<file path="src/common/led_flash_pkg.sv">
// Shared constants for the single-wire LED flash command receiver.
package led_flash_pkg;

  // ==========================================================================
  // Clock and timing
  // ==========================================================================
  localparam int CLK_PERIOD_NS         = 8;      // 125 MHz system clock.
  localparam int CNT_W                 = 17;     // Wide enough for the long-low reset time.
  localparam int START_HIGH_TIME_US    = 10;     // Least high time before the first bit.
  localparam int END_HIGH_TIME_US      = 350;    // High time that closes a byte.
  localparam int LONG_LOW_RESET_TIME_US = 700;   // Low time that resets the block.

  // Least times round up to whole cycles.
  localparam logic [CNT_W-1:0] START_HIGH_CYCLES =
    CNT_W'((START_HIGH_TIME_US * 1000 + CLK_PERIOD_NS - 1) / CLK_PERIOD_NS);
  localparam logic [CNT_W-1:0] END_HIGH_CYCLES =
    CNT_W'((END_HIGH_TIME_US * 1000 + CLK_PERIOD_NS - 1) / CLK_PERIOD_NS);
  localparam logic [CNT_W-1:0] LONG_LOW_RESET_CYCLES =
    CNT_W'((LONG_LOW_RESET_TIME_US * 1000 + CLK_PERIOD_NS - 1) / CLK_PERIOD_NS);

  // ==========================================================================
  // Command byte layout
  // ==========================================================================
  localparam int          ADDR_MSB   = 7;       // Register select, top of byte.
  localparam int          ADDR_LSB   = 5;       // Register select, bottom.
  localparam int          DATA_MSB   = 4;       // Data value, top.
  localparam int          DATA_W     = 5;       // Data value width.
  localparam int          NUM_REGS   = 6;       // Defined register codes.
  localparam logic [3:0]  BYTE_BITS  = 4'h8;    // Bits in one command.
  localparam logic [3:0]  BIT_CNT_ONE = 4'h1;   // Bit counter step.

  // ==========================================================================
  // Register select codes
  // ==========================================================================
  localparam logic [2:0] ADDR_LOW_INPUT  = 3'h0;
  localparam logic [2:0] ADDR_TIMEOUT    = 3'h1;
  localparam logic [2:0] ADDR_TIMER_MIN  = 3'h2;
  localparam logic [2:0] ADDR_MOVIE_CUR  = 3'h3;
  localparam logic [2:0] ADDR_FLASH_CUR  = 3'h4;
  localparam logic [2:0] ADDR_MODE_CTRL  = 3'h5;

  // ==========================================================================
  // Mode field and defaults
  // ==========================================================================
  localparam logic [1:0]        MODE_OFF   = 2'h0;
  localparam logic [1:0]        MODE_MOVIE = 2'h1;
  localparam logic [1:0]        MODE_FLASH = 2'h2;
  localparam logic [DATA_W-1:0] MODE_FLASH_VALUE    = 5'h02;
  localparam logic [DATA_W-1:0] GUARD_DISABLED_CODE = 5'h00;

  // Reset values, indexed by register select code.
  localparam logic [DATA_W-1:0] DEF_LOW_INPUT = 5'h00;
  localparam logic [DATA_W-1:0] DEF_TIMEOUT   = 5'h00;
  localparam logic [DATA_W-1:0] DEF_TIMER_MIN = 5'h00;
  localparam logic [DATA_W-1:0] DEF_MOVIE_CUR = 5'h05;
  localparam logic [DATA_W-1:0] DEF_FLASH_CUR = 5'h0F;
  localparam logic [DATA_W-1:0] DEF_MODE_CTRL = 5'h00;
  localparam logic [NUM_REGS-1:0][DATA_W-1:0] REG_DEFAULTS =
    {DEF_MODE_CTRL, DEF_FLASH_CUR, DEF_MOVIE_CUR, DEF_TIMER_MIN, DEF_TIMEOUT, DEF_LOW_INPUT};

endpackage

</file>
<file path="src/verilog/duration_timer.sv">
// Saturating counter of cycles since the last restart.
`timescale 1ns/1ps

module duration_timer #(
  parameter int W = 17
) (
  // Clock and reset.
  input  wire logic         mclk,
  input  wire logic         reset_n,
  // Control.
  input  wire logic         restart,
  // Elapsed cycles.
  output logic [W-1:0]      count_q
);

  typedef struct packed {
    logic [W-1:0] count;    // Cycles since restart.
  } timer_s;

  timer_s s_q;              // Registered state.
  timer_s s_d;              // Next state.

  // ==========================================================================
  // Counting
  // ==========================================================================
  // Saturation keeps a very long level from wrapping and looking short again.
  always_comb
  begin
    s_d = s_q;
    if (restart)
    begin
      s_d.count = '0;
    end
    else if (s_q.count != {W{1'b1}})
    begin
      s_d.count = W'(s_q.count + 1'b1);
    end
  end

  // State register.
  always_ff @(posedge mclk or negedge reset_n)
  begin
    if (!reset_n)
    begin
      s_q <= '0;
    end
    else
    begin
      s_q <= s_d;
    end
  end

  assign count_q = s_q.count;

endmodule

</file>
<file path="src/verilog/setting_reg.sv">
// One write-only 5-bit setting with a clear back to its default.
`timescale 1ns/1ps

module setting_reg #(
  parameter logic [4:0] DEFAULT = 5'h00
) (
  // Clock and reset.
  input  wire logic       mclk,
  input  wire logic       reset_n,
  // Update controls; clear has priority over load.
  input  wire logic       clear,
  input  wire logic       load,
  input  wire logic [4:0] load_value,
  // Stored value.
  output logic [4:0]      value_q
);

  typedef struct packed {
    logic [4:0] value;      // Current setting.
  } setting_s;

  setting_s s_q;            // Registered state.
  setting_s s_d;            // Next state.

  // ==========================================================================
  // Update
  // ==========================================================================
  // A protection clear must never be undone by a write in the same cycle.
  always_comb
  begin
    s_d = s_q;
    if (clear)
    begin
      s_d.value = DEFAULT;
    end
    else if (load)
    begin
      s_d.value = load_value;
    end
  end

  // State register.
  always_ff @(posedge mclk or negedge reset_n)
  begin
    if (!reset_n)
    begin
      s_q.value <= DEFAULT;
    end
    else
    begin
      s_q <= s_d;
    end
  end

  assign value_q = s_q.value;

endmodule

</file>
<file path="src/verilog/single_wire_led_flash_ctrl.sv">
// Single-wire command receiver and mode control for an LED flash driver.
`timescale 1ns/1ps

module single_wire_led_flash_ctrl #(
  parameter logic [16:0] END_HIGH_CYCLES       = led_flash_pkg::END_HIGH_CYCLES,
  parameter logic [16:0] LONG_LOW_RESET_CYCLES = led_flash_pkg::LONG_LOW_RESET_CYCLES
) (
  // Clock and reset.
  input  wire logic       mclk,
  input  wire logic       reset_n,
  // Host link and trigger.
  input  wire logic       ctrl_pin,
  input  wire logic       aux_trigger,
  // Analog comparator results.
  input  wire logic       low_input_below,
  input  wire logic       led_short_detect,
  input  wire logic       overvoltage_limit,
  input  wire logic       over_temp,
  // Stored settings.
  output logic [4:0]      low_input_threshold_q,
  output logic [4:0]      flash_timeout_q,
  output logic [4:0]      timer_min_current_q,
  output logic [4:0]      movie_current_level_q,
  output logic [4:0]      flash_current_level_q,
  output logic [4:0]      led_mode_control_q,
  // Drive controls for the analog stage.
  output logic            movie_drive_q,
  output logic            flash_drive_q,
  output logic            sense_current_q,
  output logic            thermal_reduce_q,
  output logic            low_input_guard_q
);

  // ==========================================================================
  // Declarations
  // ==========================================================================
  typedef enum logic [1:0] {WAIT_START, ARMED, LOW_PHASE, HIGH_PHASE} link_e;

  typedef struct packed {
    link_e                          st;           // Link decoder state.
    logic                           ctrl_prev;    // Pin level one cycle ago.
    logic                           aux_prev;     // Trigger level one cycle ago.
    logic [led_flash_pkg::CNT_W-1:0] low_len;     // Length of last low phase.
    logic [7:0]                     shift;        // Received bits.
    logic [3:0]                     bit_cnt;      // Bits received in this byte.
    logic                           overflow;     // More than eight bits seen.
    logic                           movie_drive;  // Movie current enable.
    logic                           flash_drive;  // Flash current enable.
    logic                           sense;        // Short-sense current enable.
    logic                           thermal;      // Thermal fold-back request.
    logic                           guard;        // Low-input guard armed.
  } ctrl_s;

  ctrl_s s_q;                                          // Registered state.
  ctrl_s s_d;                                          // Next state.
  logic [led_flash_pkg::CNT_W-1:0]        level_cnt;   // Cycles at the current pin level.
  logic                                   pin_edge;    // Pin changed this cycle.
  logic                                   soft_reset;  // Long-low reset pulse.
  logic                                   commit;      // Byte complete with eight bits.
  logic [2:0]                             cmd_addr;    // Select field of the byte.
  logic [4:0]                             cmd_data;    // Data field of the byte.
  logic                                   guard_trip;  // Input below the armed threshold.
  logic                                   mode_clear;  // Mode register back to default.
  logic                                   aux_rise;    // Trigger rising edge.
  logic [1:0]                             mode_bits;   // Current mode field.
  logic [led_flash_pkg::NUM_REGS-1:0]            reg_clear;  // Per-register clear.
  logic [led_flash_pkg::NUM_REGS-1:0]            reg_load;   // Per-register load.
  logic [led_flash_pkg::NUM_REGS-1:0][4:0]       reg_value;  // Per-register load value.
  logic [led_flash_pkg::NUM_REGS-1:0][4:0]       reg_q;      // Per-register contents.

  // ==========================================================================
  // Pulse timing
  // ==========================================================================
  // One timer measures each level; it restarts on every pin edge.
  assign pin_edge = ctrl_pin ^ s_q.ctrl_prev;

  duration_timer #(
    .W (led_flash_pkg::CNT_W)
  ) u_level_timer (
    .mclk    (mclk),
    .reset_n (reset_n),
    .restart (pin_edge),
    .count_q (level_cnt)
  );

  // A pin held low long enough wipes every setting, whatever the decoder was doing.
  assign soft_reset = !ctrl_pin && !pin_edge && (level_cnt == LONG_LOW_RESET_CYCLES);

  // The byte is taken only once the closing high has lasted long enough.
  assign commit   = (s_q.st == HIGH_PHASE) && ctrl_pin && (level_cnt == END_HIGH_CYCLES)
                    && (s_q.bit_cnt == led_flash_pkg::BYTE_BITS) && !s_q.overflow;
  assign cmd_addr = s_q.shift[led_flash_pkg::ADDR_MSB:led_flash_pkg::ADDR_LSB];
  assign cmd_data = s_q.shift[led_flash_pkg::DATA_MSB:0];

  // ==========================================================================
  // Protection and mode control
  // ==========================================================================
  // Threshold code zero leaves the guard disarmed, so it can never trip.
  assign guard_trip = low_input_below
                      && (low_input_threshold_q != led_flash_pkg::GUARD_DISABLED_CODE);
  assign mode_clear = soft_reset || guard_trip || overvoltage_limit;
  assign aux_rise   = aux_trigger && !s_q.aux_prev;
  assign mode_bits  = led_mode_control_q[1:0];

  // Write strobes for the six settings; an unknown select code loads nothing.
  always_comb
  begin
    for (int i = 0; i < led_flash_pkg::NUM_REGS; i++)
    begin
      reg_clear[i] = soft_reset;
      reg_load[i]  = commit && (cmd_addr == 3'(i));
      reg_value[i] = cmd_data;
    end
    // The trigger wins over a command write of the mode field; a mode clear still beats both.
    reg_clear[led_flash_pkg::ADDR_MODE_CTRL] = mode_clear;
    reg_load[led_flash_pkg::ADDR_MODE_CTRL]  = aux_rise
      || (commit && (cmd_addr == led_flash_pkg::ADDR_MODE_CTRL));
    reg_value[led_flash_pkg::ADDR_MODE_CTRL] = aux_rise ? led_flash_pkg::MODE_FLASH_VALUE : cmd_data;
  end

  // ==========================================================================
  // Settings registers
  // ==========================================================================
  for (genvar g = 0; g < led_flash_pkg::NUM_REGS; g++)
  begin : g_reg
    setting_reg #(
      .DEFAULT (led_flash_pkg::REG_DEFAULTS[g])
    ) u_setting (
      .mclk       (mclk),
      .reset_n    (reset_n),
      .clear      (reg_clear[g]),
      .load       (reg_load[g]),
      .load_value (reg_value[g]),
      .value_q    (reg_q[g])
    );
  end

  assign low_input_threshold_q = reg_q[led_flash_pkg::ADDR_LOW_INPUT];
  assign flash_timeout_q       = reg_q[led_flash_pkg::ADDR_TIMEOUT];
  assign timer_min_current_q   = reg_q[led_flash_pkg::ADDR_TIMER_MIN];
  assign movie_current_level_q = reg_q[led_flash_pkg::ADDR_MOVIE_CUR];
  assign flash_current_level_q = reg_q[led_flash_pkg::ADDR_FLASH_CUR];
  assign led_mode_control_q    = reg_q[led_flash_pkg::ADDR_MODE_CTRL];

  // ==========================================================================
  // Link decoder and drive outputs
  // ==========================================================================
  // Each bit is a low phase then a high phase; the longer one gives its value.
  always_comb
  begin
    s_d           = s_q;
    s_d.ctrl_prev = ctrl_pin;
    s_d.aux_prev  = aux_trigger;
    case (s_q.st)
      // Wait for a high that is long enough to open a byte.
      WAIT_START:
      begin
        if (ctrl_pin && !pin_edge && (level_cnt >= led_flash_pkg::START_HIGH_CYCLES))
        begin
          s_d.st       = ARMED;
          s_d.bit_cnt  = '0;
          s_d.overflow = 1'b0;
        end
      end
      // Line idles high; the first fall starts a bit.
      ARMED:
      begin
        if (!ctrl_pin)
        begin
          s_d.st = LOW_PHASE;
        end
      end
      // Remember how long the low lasted.
      LOW_PHASE:
      begin
        if (ctrl_pin)
        begin
          s_d.low_len = level_cnt;
          s_d.st      = HIGH_PHASE;
        end
      end
      // A fall closes the bit; a long high closes the byte.
      HIGH_PHASE:
      begin
        if (!ctrl_pin)
        begin
          s_d.st = LOW_PHASE;
          if (s_q.bit_cnt == led_flash_pkg::BYTE_BITS)
          begin
            s_d.overflow = 1'b1;
          end
          else
          begin
            s_d.shift   = {s_q.shift[6:0], (level_cnt > s_q.low_len)};
            s_d.bit_cnt = 4'(s_q.bit_cnt + led_flash_pkg::BIT_CNT_ONE);
          end
        end
        else if (level_cnt == END_HIGH_CYCLES)
        begin
          // Short or long bytes are dropped here without touching any setting.
          s_d.st       = ARMED;
          s_d.bit_cnt  = '0;
          s_d.overflow = 1'b0;
        end
      end
      default:
      begin
        s_d.st = WAIT_START;
      end
    endcase
    if (soft_reset)
    begin
      s_d.st = WAIT_START;
    end
    // Drives follow the mode field; a short only withholds current for as long as it lasts.
    s_d.sense       = (mode_bits != led_flash_pkg::MODE_OFF) && !guard_trip;
    s_d.movie_drive = (mode_bits == led_flash_pkg::MODE_MOVIE) && !led_short_detect && !guard_trip;
    s_d.flash_drive = (mode_bits == led_flash_pkg::MODE_FLASH) && !led_short_detect && !guard_trip;
    s_d.thermal     = (s_q.movie_drive || s_q.flash_drive) && over_temp;
    s_d.guard       = low_input_threshold_q != led_flash_pkg::GUARD_DISABLED_CODE;
  end

  // State register; the pin idles high, so its history resets high.
  always_ff @(posedge mclk or negedge reset_n)
  begin
    if (!reset_n)
    begin
      s_q           <= '0;
      s_q.st        <= WAIT_START;
      s_q.ctrl_prev <= 1'b1;
    end
    else
    begin
      s_q <= s_d;
    end
  end

  assign movie_drive_q     = s_q.movie_drive;
  assign flash_drive_q     = s_q.flash_drive;
  assign sense_current_q   = s_q.sense;
  assign thermal_reduce_q  = s_q.thermal;
  assign low_input_guard_q = s_q.guard;
endmodule

</file>
<file path="config.mk">
export PLATFORM = sky130hd
export DESIGN_NAME = single_wire_led_flash_ctrl
export DESIGN_NICKNAME = d
export VERILOG_FILES = /design/src/common/led_flash_pkg.sv /design/src/verilog/duration_timer.sv /design/src/verilog/setting_reg.sv /design/src/verilog/single_wire_led_flash_ctrl.sv
export SDC_FILE = /design/constraint.sdc
export NUM_CORES = 1
export LEC_CHECK = 0
export ABC_CLOCK_PERIOD_IN_PS = 6350
export BUFFER_PORTS_ARGS = -buffer_cell sky130_fd_sc_hd__buf_4
export CORE_MARGIN = 3
export CORE_UTILIZATION = 40
export DETAILED_ROUTE_END_ITERATION = 7
export PLACE_DENSITY = 0.61
export SETUP_SLACK_MARGIN = 0.3
export SYNTH_ARGS = -nofsm -noshare
export SYNTH_HDL_FRONTEND = slang
export SYNTH_SLANG_ARGS = --single-unit
</file>
<file path="constraint.sdc">
create_clock -name mclk -period 6.35 [get_ports mclk]
set_input_delay 0.3175 -clock mclk [delete_from_list [all_inputs] [get_ports mclk]]
set_output_delay 0.3175 -clock mclk [all_outputs]
set_load 0.02 [all_outputs]
</file>
; Word level (Yosys, flattened, before mapping)
; Cells that the tools add are included.
[classes]
n_addsub = 2
order_cmp = 2
n_eq_ne = 22
mux = 28
bitwise_logic = 3
reduce_logical = 49
[op_table]
columns = op, count
row1 = $mux W5, 16
row2 = $mux W17, 2
row3 = $logic_and A1 B1 Y1, 22
row4 = $reduce_bool A2 Y1, 9
row5 = $add A17 B1 Y17 const B, 1
row6 = $eq A17 B16 Y1 const B, 1
row7 = $eq A17 B17 Y1 const B, 1
row8 = $ge A17 B11 Y1 const B, 1
row9 = $gt A17 B17 Y1, 1
row10 = $ne A17 B17 Y1 const B, 1
row11 = $mux W2, 6
row12 = $ne A3 B3 Y1 const B, 4
row13 = $reduce_and A4 Y1, 3
row14 = $pmux W5 S2, 1
row15 = $pmux W2 S4, 1
row16 = $eq A2 B2 Y1 const B, 3
row17 = $eq A3 B2 Y1 const B, 2
row18 = $eq A3 B3 Y1 const B, 2
row19 = $logic_not A1 Y1, 6
row20 = $ne A3 B2 Y1 const B, 2
row21 = $reduce_bool A5 Y1, 1
row22 = $add A4 B1 Y4 const B, 1
row23 = $eq A2 B1 Y1 const B, 2
row24 = $eq A4 B4 Y1 const B, 1
row25 = other kinds (12), 16
[word_totals]
reg_bits = 86
out_inout_bits = 35
word_cells = 125

; Logic depth before layout (Yosys ltp)
[depth]
depth_word = 9
mapped_depth = 13
ltp_nobuf = 11

; Cells and area by module
; Synthesis repeated with hierarchy kept, for this count alone.
[unflattened]
hier_cells = 413
hier_area_um2 = 4496.8
[by_module_without_submodules]
columns = module, instances, cells_each, area_each_um2, seq_area_each_um2
row1 = single_wire_led_flash_ctrl, 1, 229, 2356.0, 977.2
row2 = duration_timer, 1, 88, 888.4, 425.4
row3 = setting_reg at g_reg[0].u_setting ..., 4, 16, 205.2, 125.1
row4 = setting_reg at g_reg[4].u_setting, 1, 16, 225.2, 130.1
row5 = setting_reg at g_reg[3].u_setting, 1, 16, 206.4, 127.6

; Worst setup path before layout
; OpenSTA, ideal clock, no wires.
[synth_timing]
path_kind = reg-to-reg
startpoint = register u_level_timer.s_q, in the netlist u_level_timer.count_q[10]
endpoint = register u_level_timer.s_q, in the netlist u_level_timer.count_q[14]
arrival_ns = 2.426
required_ns = 6.272
path_slack_ns = 3.846
stages_incl_launch_ff = 13
n_path_buf = 2
period_less_slack_ns = 2.504
cell_sequence = dfrtp_1 -> clkbuf_1 -> nand3_1 -> nor2_1 -> nand2_1 -> nor3_1 -> ha_1 -> clkbuf_1 -> nor2b_1 -> nor3b_1 -> nand3_1 -> or3_2 -> a21oi_1
[synth_between]
elab_chain_cells = 3
word_cells_on_any_way = 5
cone_classes = add/sub: 1 / eq/ne: 1 / mux: 2 / reduce/logical: 1
[synth_rtl]
columns = item, line_no
row1 = "start, declared", duration_timer.sv:20  ; timer_s s_q;
row2 = "start signal, assigned", duration_timer.sv:45  ; s_q <= '0;
row3 = "start signal, assigned", duration_timer.sv:49  ; s_q <= s_d;
row4 = $add A17 B1 Y17, duration_timer.sv:36  ; s_d.count = W'(s_q.count + 1'b1);
row5 = $mux W17, duration_timer.sv:34  ; else if (s_q.count != {W{1'b1}})
row6 = $mux W17, duration_timer.sv:30  ; if (restart)
; Several ways; a longest one is shown, not always the timed one. The select of a mux whose other input is x is not followed.
; A chain may end at the register's enable or synchronous reset.

; Worst setup path in the final report
[layout_timing]
startpoint = register s_q[36] (netlist bit)
endpoint = register u_level_timer.s_q, in the netlist u_level_timer.count_q[14]
[layout_between]
elab_chain_cells = 2
word_cells_on_any_way = 3
cone_classes = mux: 1 / bitwise: 1 / reduce/logical: 1
[layout_rtl]
columns = item, line_no
row1 = "start, declared", single_wire_led_flash_ctrl.sv:54  ; ctrl_s s_q;
row2 = $xor A1 B1 Y1 *, single_wire_led_flash_ctrl.sv:75  ; assign pin_edge = ctrl_pin ^ s_q.ctrl_prev;
row3 = $mux W17 or $reduce_bool A2 Y1 (tied branches), n/a
; Every way passes the cells marked *; elsewhere a longest branch is shown, timed or not.

==> impl_metrics.env <==
export IMPL_min_delay_start="aux_trigger"
export IMPL_port_buffer_count=42
export IMPL_h_tree_depth=3
export IMPL_p_leak_nw=2.60
export IMPL_synth_top_area_frac=0.437
export IMPL_maxCapViolCount=0
export IMPL_rsz0062_at_grt="false"
export IMPL_drv_slew=0
export IMPL_synth_top_family_by_area="simple AND/OR/NAND/NOR gates"
export IMPL_hold_viol_final=0
export IMPL_clock_sinks=86
export IMPL_netlist_instances=422
export IMPL_syn_to_final_growth_pct=15.0
export IMPL_outcome="complete, no violations"
export IMPL_r2r_slack_ns=3.64
export IMPL_clock_root_buffer="clkbuf_16"
export IMPL_cp_cell_sequence="inv_1, ha_1, nor2b_1, nor3b_1, nand3_1, or3_2, a21oi_1"
export IMPL_max_freq_mhz=368
export IMPL_cpPeakStageDelay_ns=0.64
export IMPL_vias_per_cell=5.19
export IMPL_place_gp_congestion=0.856
export IMPL_cts_tree="yes"
export IMPL_skew_ns=0.00966
export IMPL_die_y_um=112
export IMPL_placed_cells=585
export IMPL_remaining_drc_errors=0
export IMPL_die_w_um=112
export IMPL_total_power_mw=1.45
export IMPL_groute_usage_overall=0.155
export IMPL_drt_iter0_drc=166
export IMPL_ir_worst_vdd_v=0.000165
export IMPL_grt_pass1_vias=3145
export IMPL_synth_yosys_warnings=0
export IMPL_yosys_most_used_dff="dfrtp_1"
export IMPL_crit_type="reg2reg"
export IMPL_finalNetCount=494
export IMPL_clk_pin_slew_ns=0.07
export IMPL_synth_edf_count=0
export IMPL_die_area_sq_um=12600
export IMPL_rows=38
export IMPL_clock_latency_ns=0.34
export IMPL_finalSetupViolCount=0
export IMPL_setup_ws_ns=3.64
export IMPL_start_util=0.414
export IMPL_instances_no_fill=601
export IMPL_grt_overflow_total=0
export IMPL_antenna_cells=0
export IMPL_synth_xor_area_frac=0.0252
export IMPL_drt_wl_total_um=9270
export IMPL_cts_buffers=9
export IMPL_worst_ep_required_time_ns=6.61
export IMPL_grt_max_degree=56
export IMPL_yosys_area_share_adder=0.0802
export IMPL_hold_path_class="in2reg"
export IMPL_startpoint_type="register"
export IMPL_wl_per_cell_um=15.4
export IMPL_place_ws_ns=3.62
export IMPL_dp_hpwl_um=6570
export IMPL_muxShareOfSynthArea=0.116
export IMPL_slew_headroom=0.442
export IMPL_slowest_stage="ha_1"
export IMPL_coreArea_sq_um=10900
export IMPL_cp_end_kind="register"
export IMPL_post_route_min_period_ns=2.71
export IMPL_regToRegStartpoint="s_q[36]"
export IMPL_async_flop_share=1.00
export IMPL_cp_data_arrival_time_ns=2.98
export IMPL_min_to="s_q[35]"
export IMPL_synth_area_leader_cell="dfrtp_1"
export IMPL_clk_path_buf_depth=2
export IMPL_syn_area_sq_um=4520
export IMPL_yosysSeqAreaShare=0.478
export IMPL_p_per_area_nw_per_um2=278
export IMPL_io_pins=43
export IMPL_tightest_slew_ns=0.835
export IMPL_holdPathStages=1
export IMPL_yosys_top_cells_area="dfrtp_1, ha_1, mux2i_1, mux2_2, nor2_1"
export IMPL_syn_nets=459
export IMPL_vias=3118
export IMPL_path_max_fanout=18
export IMPL_antenna_found_initial=0
export IMPL_synth_seq_cells=86
export IMPL_r2r_cells=7
export IMPL_synth_simple_area_share=0.179
export IMPL_yosysUniqueCellTypes=62
export IMPL_ant_nets=0
export IMPL_grt_pass1_wl_um=15900
export IMPL_r2r_end="u_level_timer.count_q[14]"
export IMPL_setup_worst_path_start="s_q[36]"
export IMPL_drtPass1Iterations=4
export IMPL_drive_above_1_share=0.215
export IMPL_fin_crit_sh=0.427
export IMPL_synth_compound_area_share=0.0716
export IMPL_cts_setup_buffers=0
export IMPL_synth_area_per_cell_sq_um=10.7
export IMPL_tns_ns=0
export IMPL_post_route_util=0.476
timing repair:
item,in CTS,in global routing
gates resized for setup,0,0
endpoints found under the setup margin,0,0
hold endpoints to repair,28,0
hold buffers,1,0
logic make-up after synthesis:
logic type	count (synthesis)
adders and majority gates	29
and+or+nand+nor	150
muxes	50
DFF	86
AOI/OAI and AO/OA	47
xor gates and xnor gates	13
buffers and inverters	47
power breakdown:
group	switching, mW	total (mW)	internal (mW)
Clock	0.227	0.533	0.306
Combinational	0.135	0.252	0.118
Sequential	0.0703	0.660	0.590
Total	0.432	1.45	1.01
placed cells by master (no fill, tap or decap), types with 8 or more instances in the layout:
cell type / n
clkbuf_16: 9
inv_1: 27
o21ai_0: 11
mux2_2: 20
a21oi_1: 9
ha_1: 29
dfrtp_1: 79
nand4_1: 10
nor2_1: 52
buf_4: 43
mux2i_1: 30
nand3_1: 11
nand2_1: 24
xor2_1: 8
worst max-delay path, delay by kind of cell, from the launching register on:
family | cells | cell delay [ns]
flops | 1 | 0.53
fa+ha+maj | 1 | 0.64
buf+inv | 1 | 0.04
compound gates | 1 | 0.15
simple gates | 4 | 1.27
layer usage:
metal  wire (um)  part of all wire  up-vias  global-route usage
li1            -                 -     1533                   -
met1        4550              0.49     1506               0.218
met2        4140              0.45       67               0.239
met3         438             0.047       12              0.0404
met4         129             0.014        0              0.0433
met5           0                 0        -                   0
cells in the mapped netlist, types with 2 or more instances:
library cell   n
dfrtp_1       79
nor2_1        52
mux2i_1       30
ha_1          29
inv_1         27
nand2_1       24
mux2_2        20
nand3_1       11
o21ai_0       11
clkbuf_1      10
nand4_1       10
a21oi_1        9
xor2_1         8
dfstp_2        7
nor3_1         7
a21o_1         6
buf_6          5
nor2b_1        5
nor3b_1        5
xnor2_1        5
a211o_1        4
buf_2          4
nand3b_1       3
nand4b_1       3
nor4_1         3
or3_1          3
and2_1         2
and3b_1        2
nand2b_1       2
o21a_1         2
o22ai_1        2
or4b_1         2
cell type report:
| cell class | instances | area, sq um |
|---|---|---|
| clock buffer | 9 | 225 |
| fill | 1024 | 5740 |
| clock inverter | 6 | 68.8 |
| inverter | 27 | 101 |
| sequential | 86 | 2160 |
| tap | 140 | 175 |
| multi-input combinational | 289 | 2140 |
| timing repair buffer | 44 | 333 |
worst max path at each step:
stage,endpoint,slack (ns),cells past startpoint
4_1_cts,u_level_timer.count_q[14],3.61,7
3_3_place_gp,u_level_timer.count_q[14],3.66,7
2_1_floorplan,u_level_timer.count_q[14],3.85,12
5_1_grt,u_level_timer.count_q[14],3.30,7
3_5_place_dp,u_level_timer.count_q[14],3.62,7
6_report,u_level_timer.count_q[14],3.64,7
metrics by stage:
stage	cell area, sq um	hold slack [ns]
finish	5200	0.0980
global route	5200	0.0848
CTS	5200	0.0879
detailed placement	4900	0.276
global placement	4900	0.277
floorplan	4520	0.0219
state kept, by name (all words and copies together) (netlist names):
signal	flops
u_level_timer.count_q	17
s_q	26
cmd_addr	3
low_input_guard_q	1
g.u_setting.value_q	30
sense_current_q	1
flash_drive_q	1
movie_drive_q	1
cmd_data	5
thermal_reduce_q	1
No activity file was read; power rests on OpenSTA's default activity.
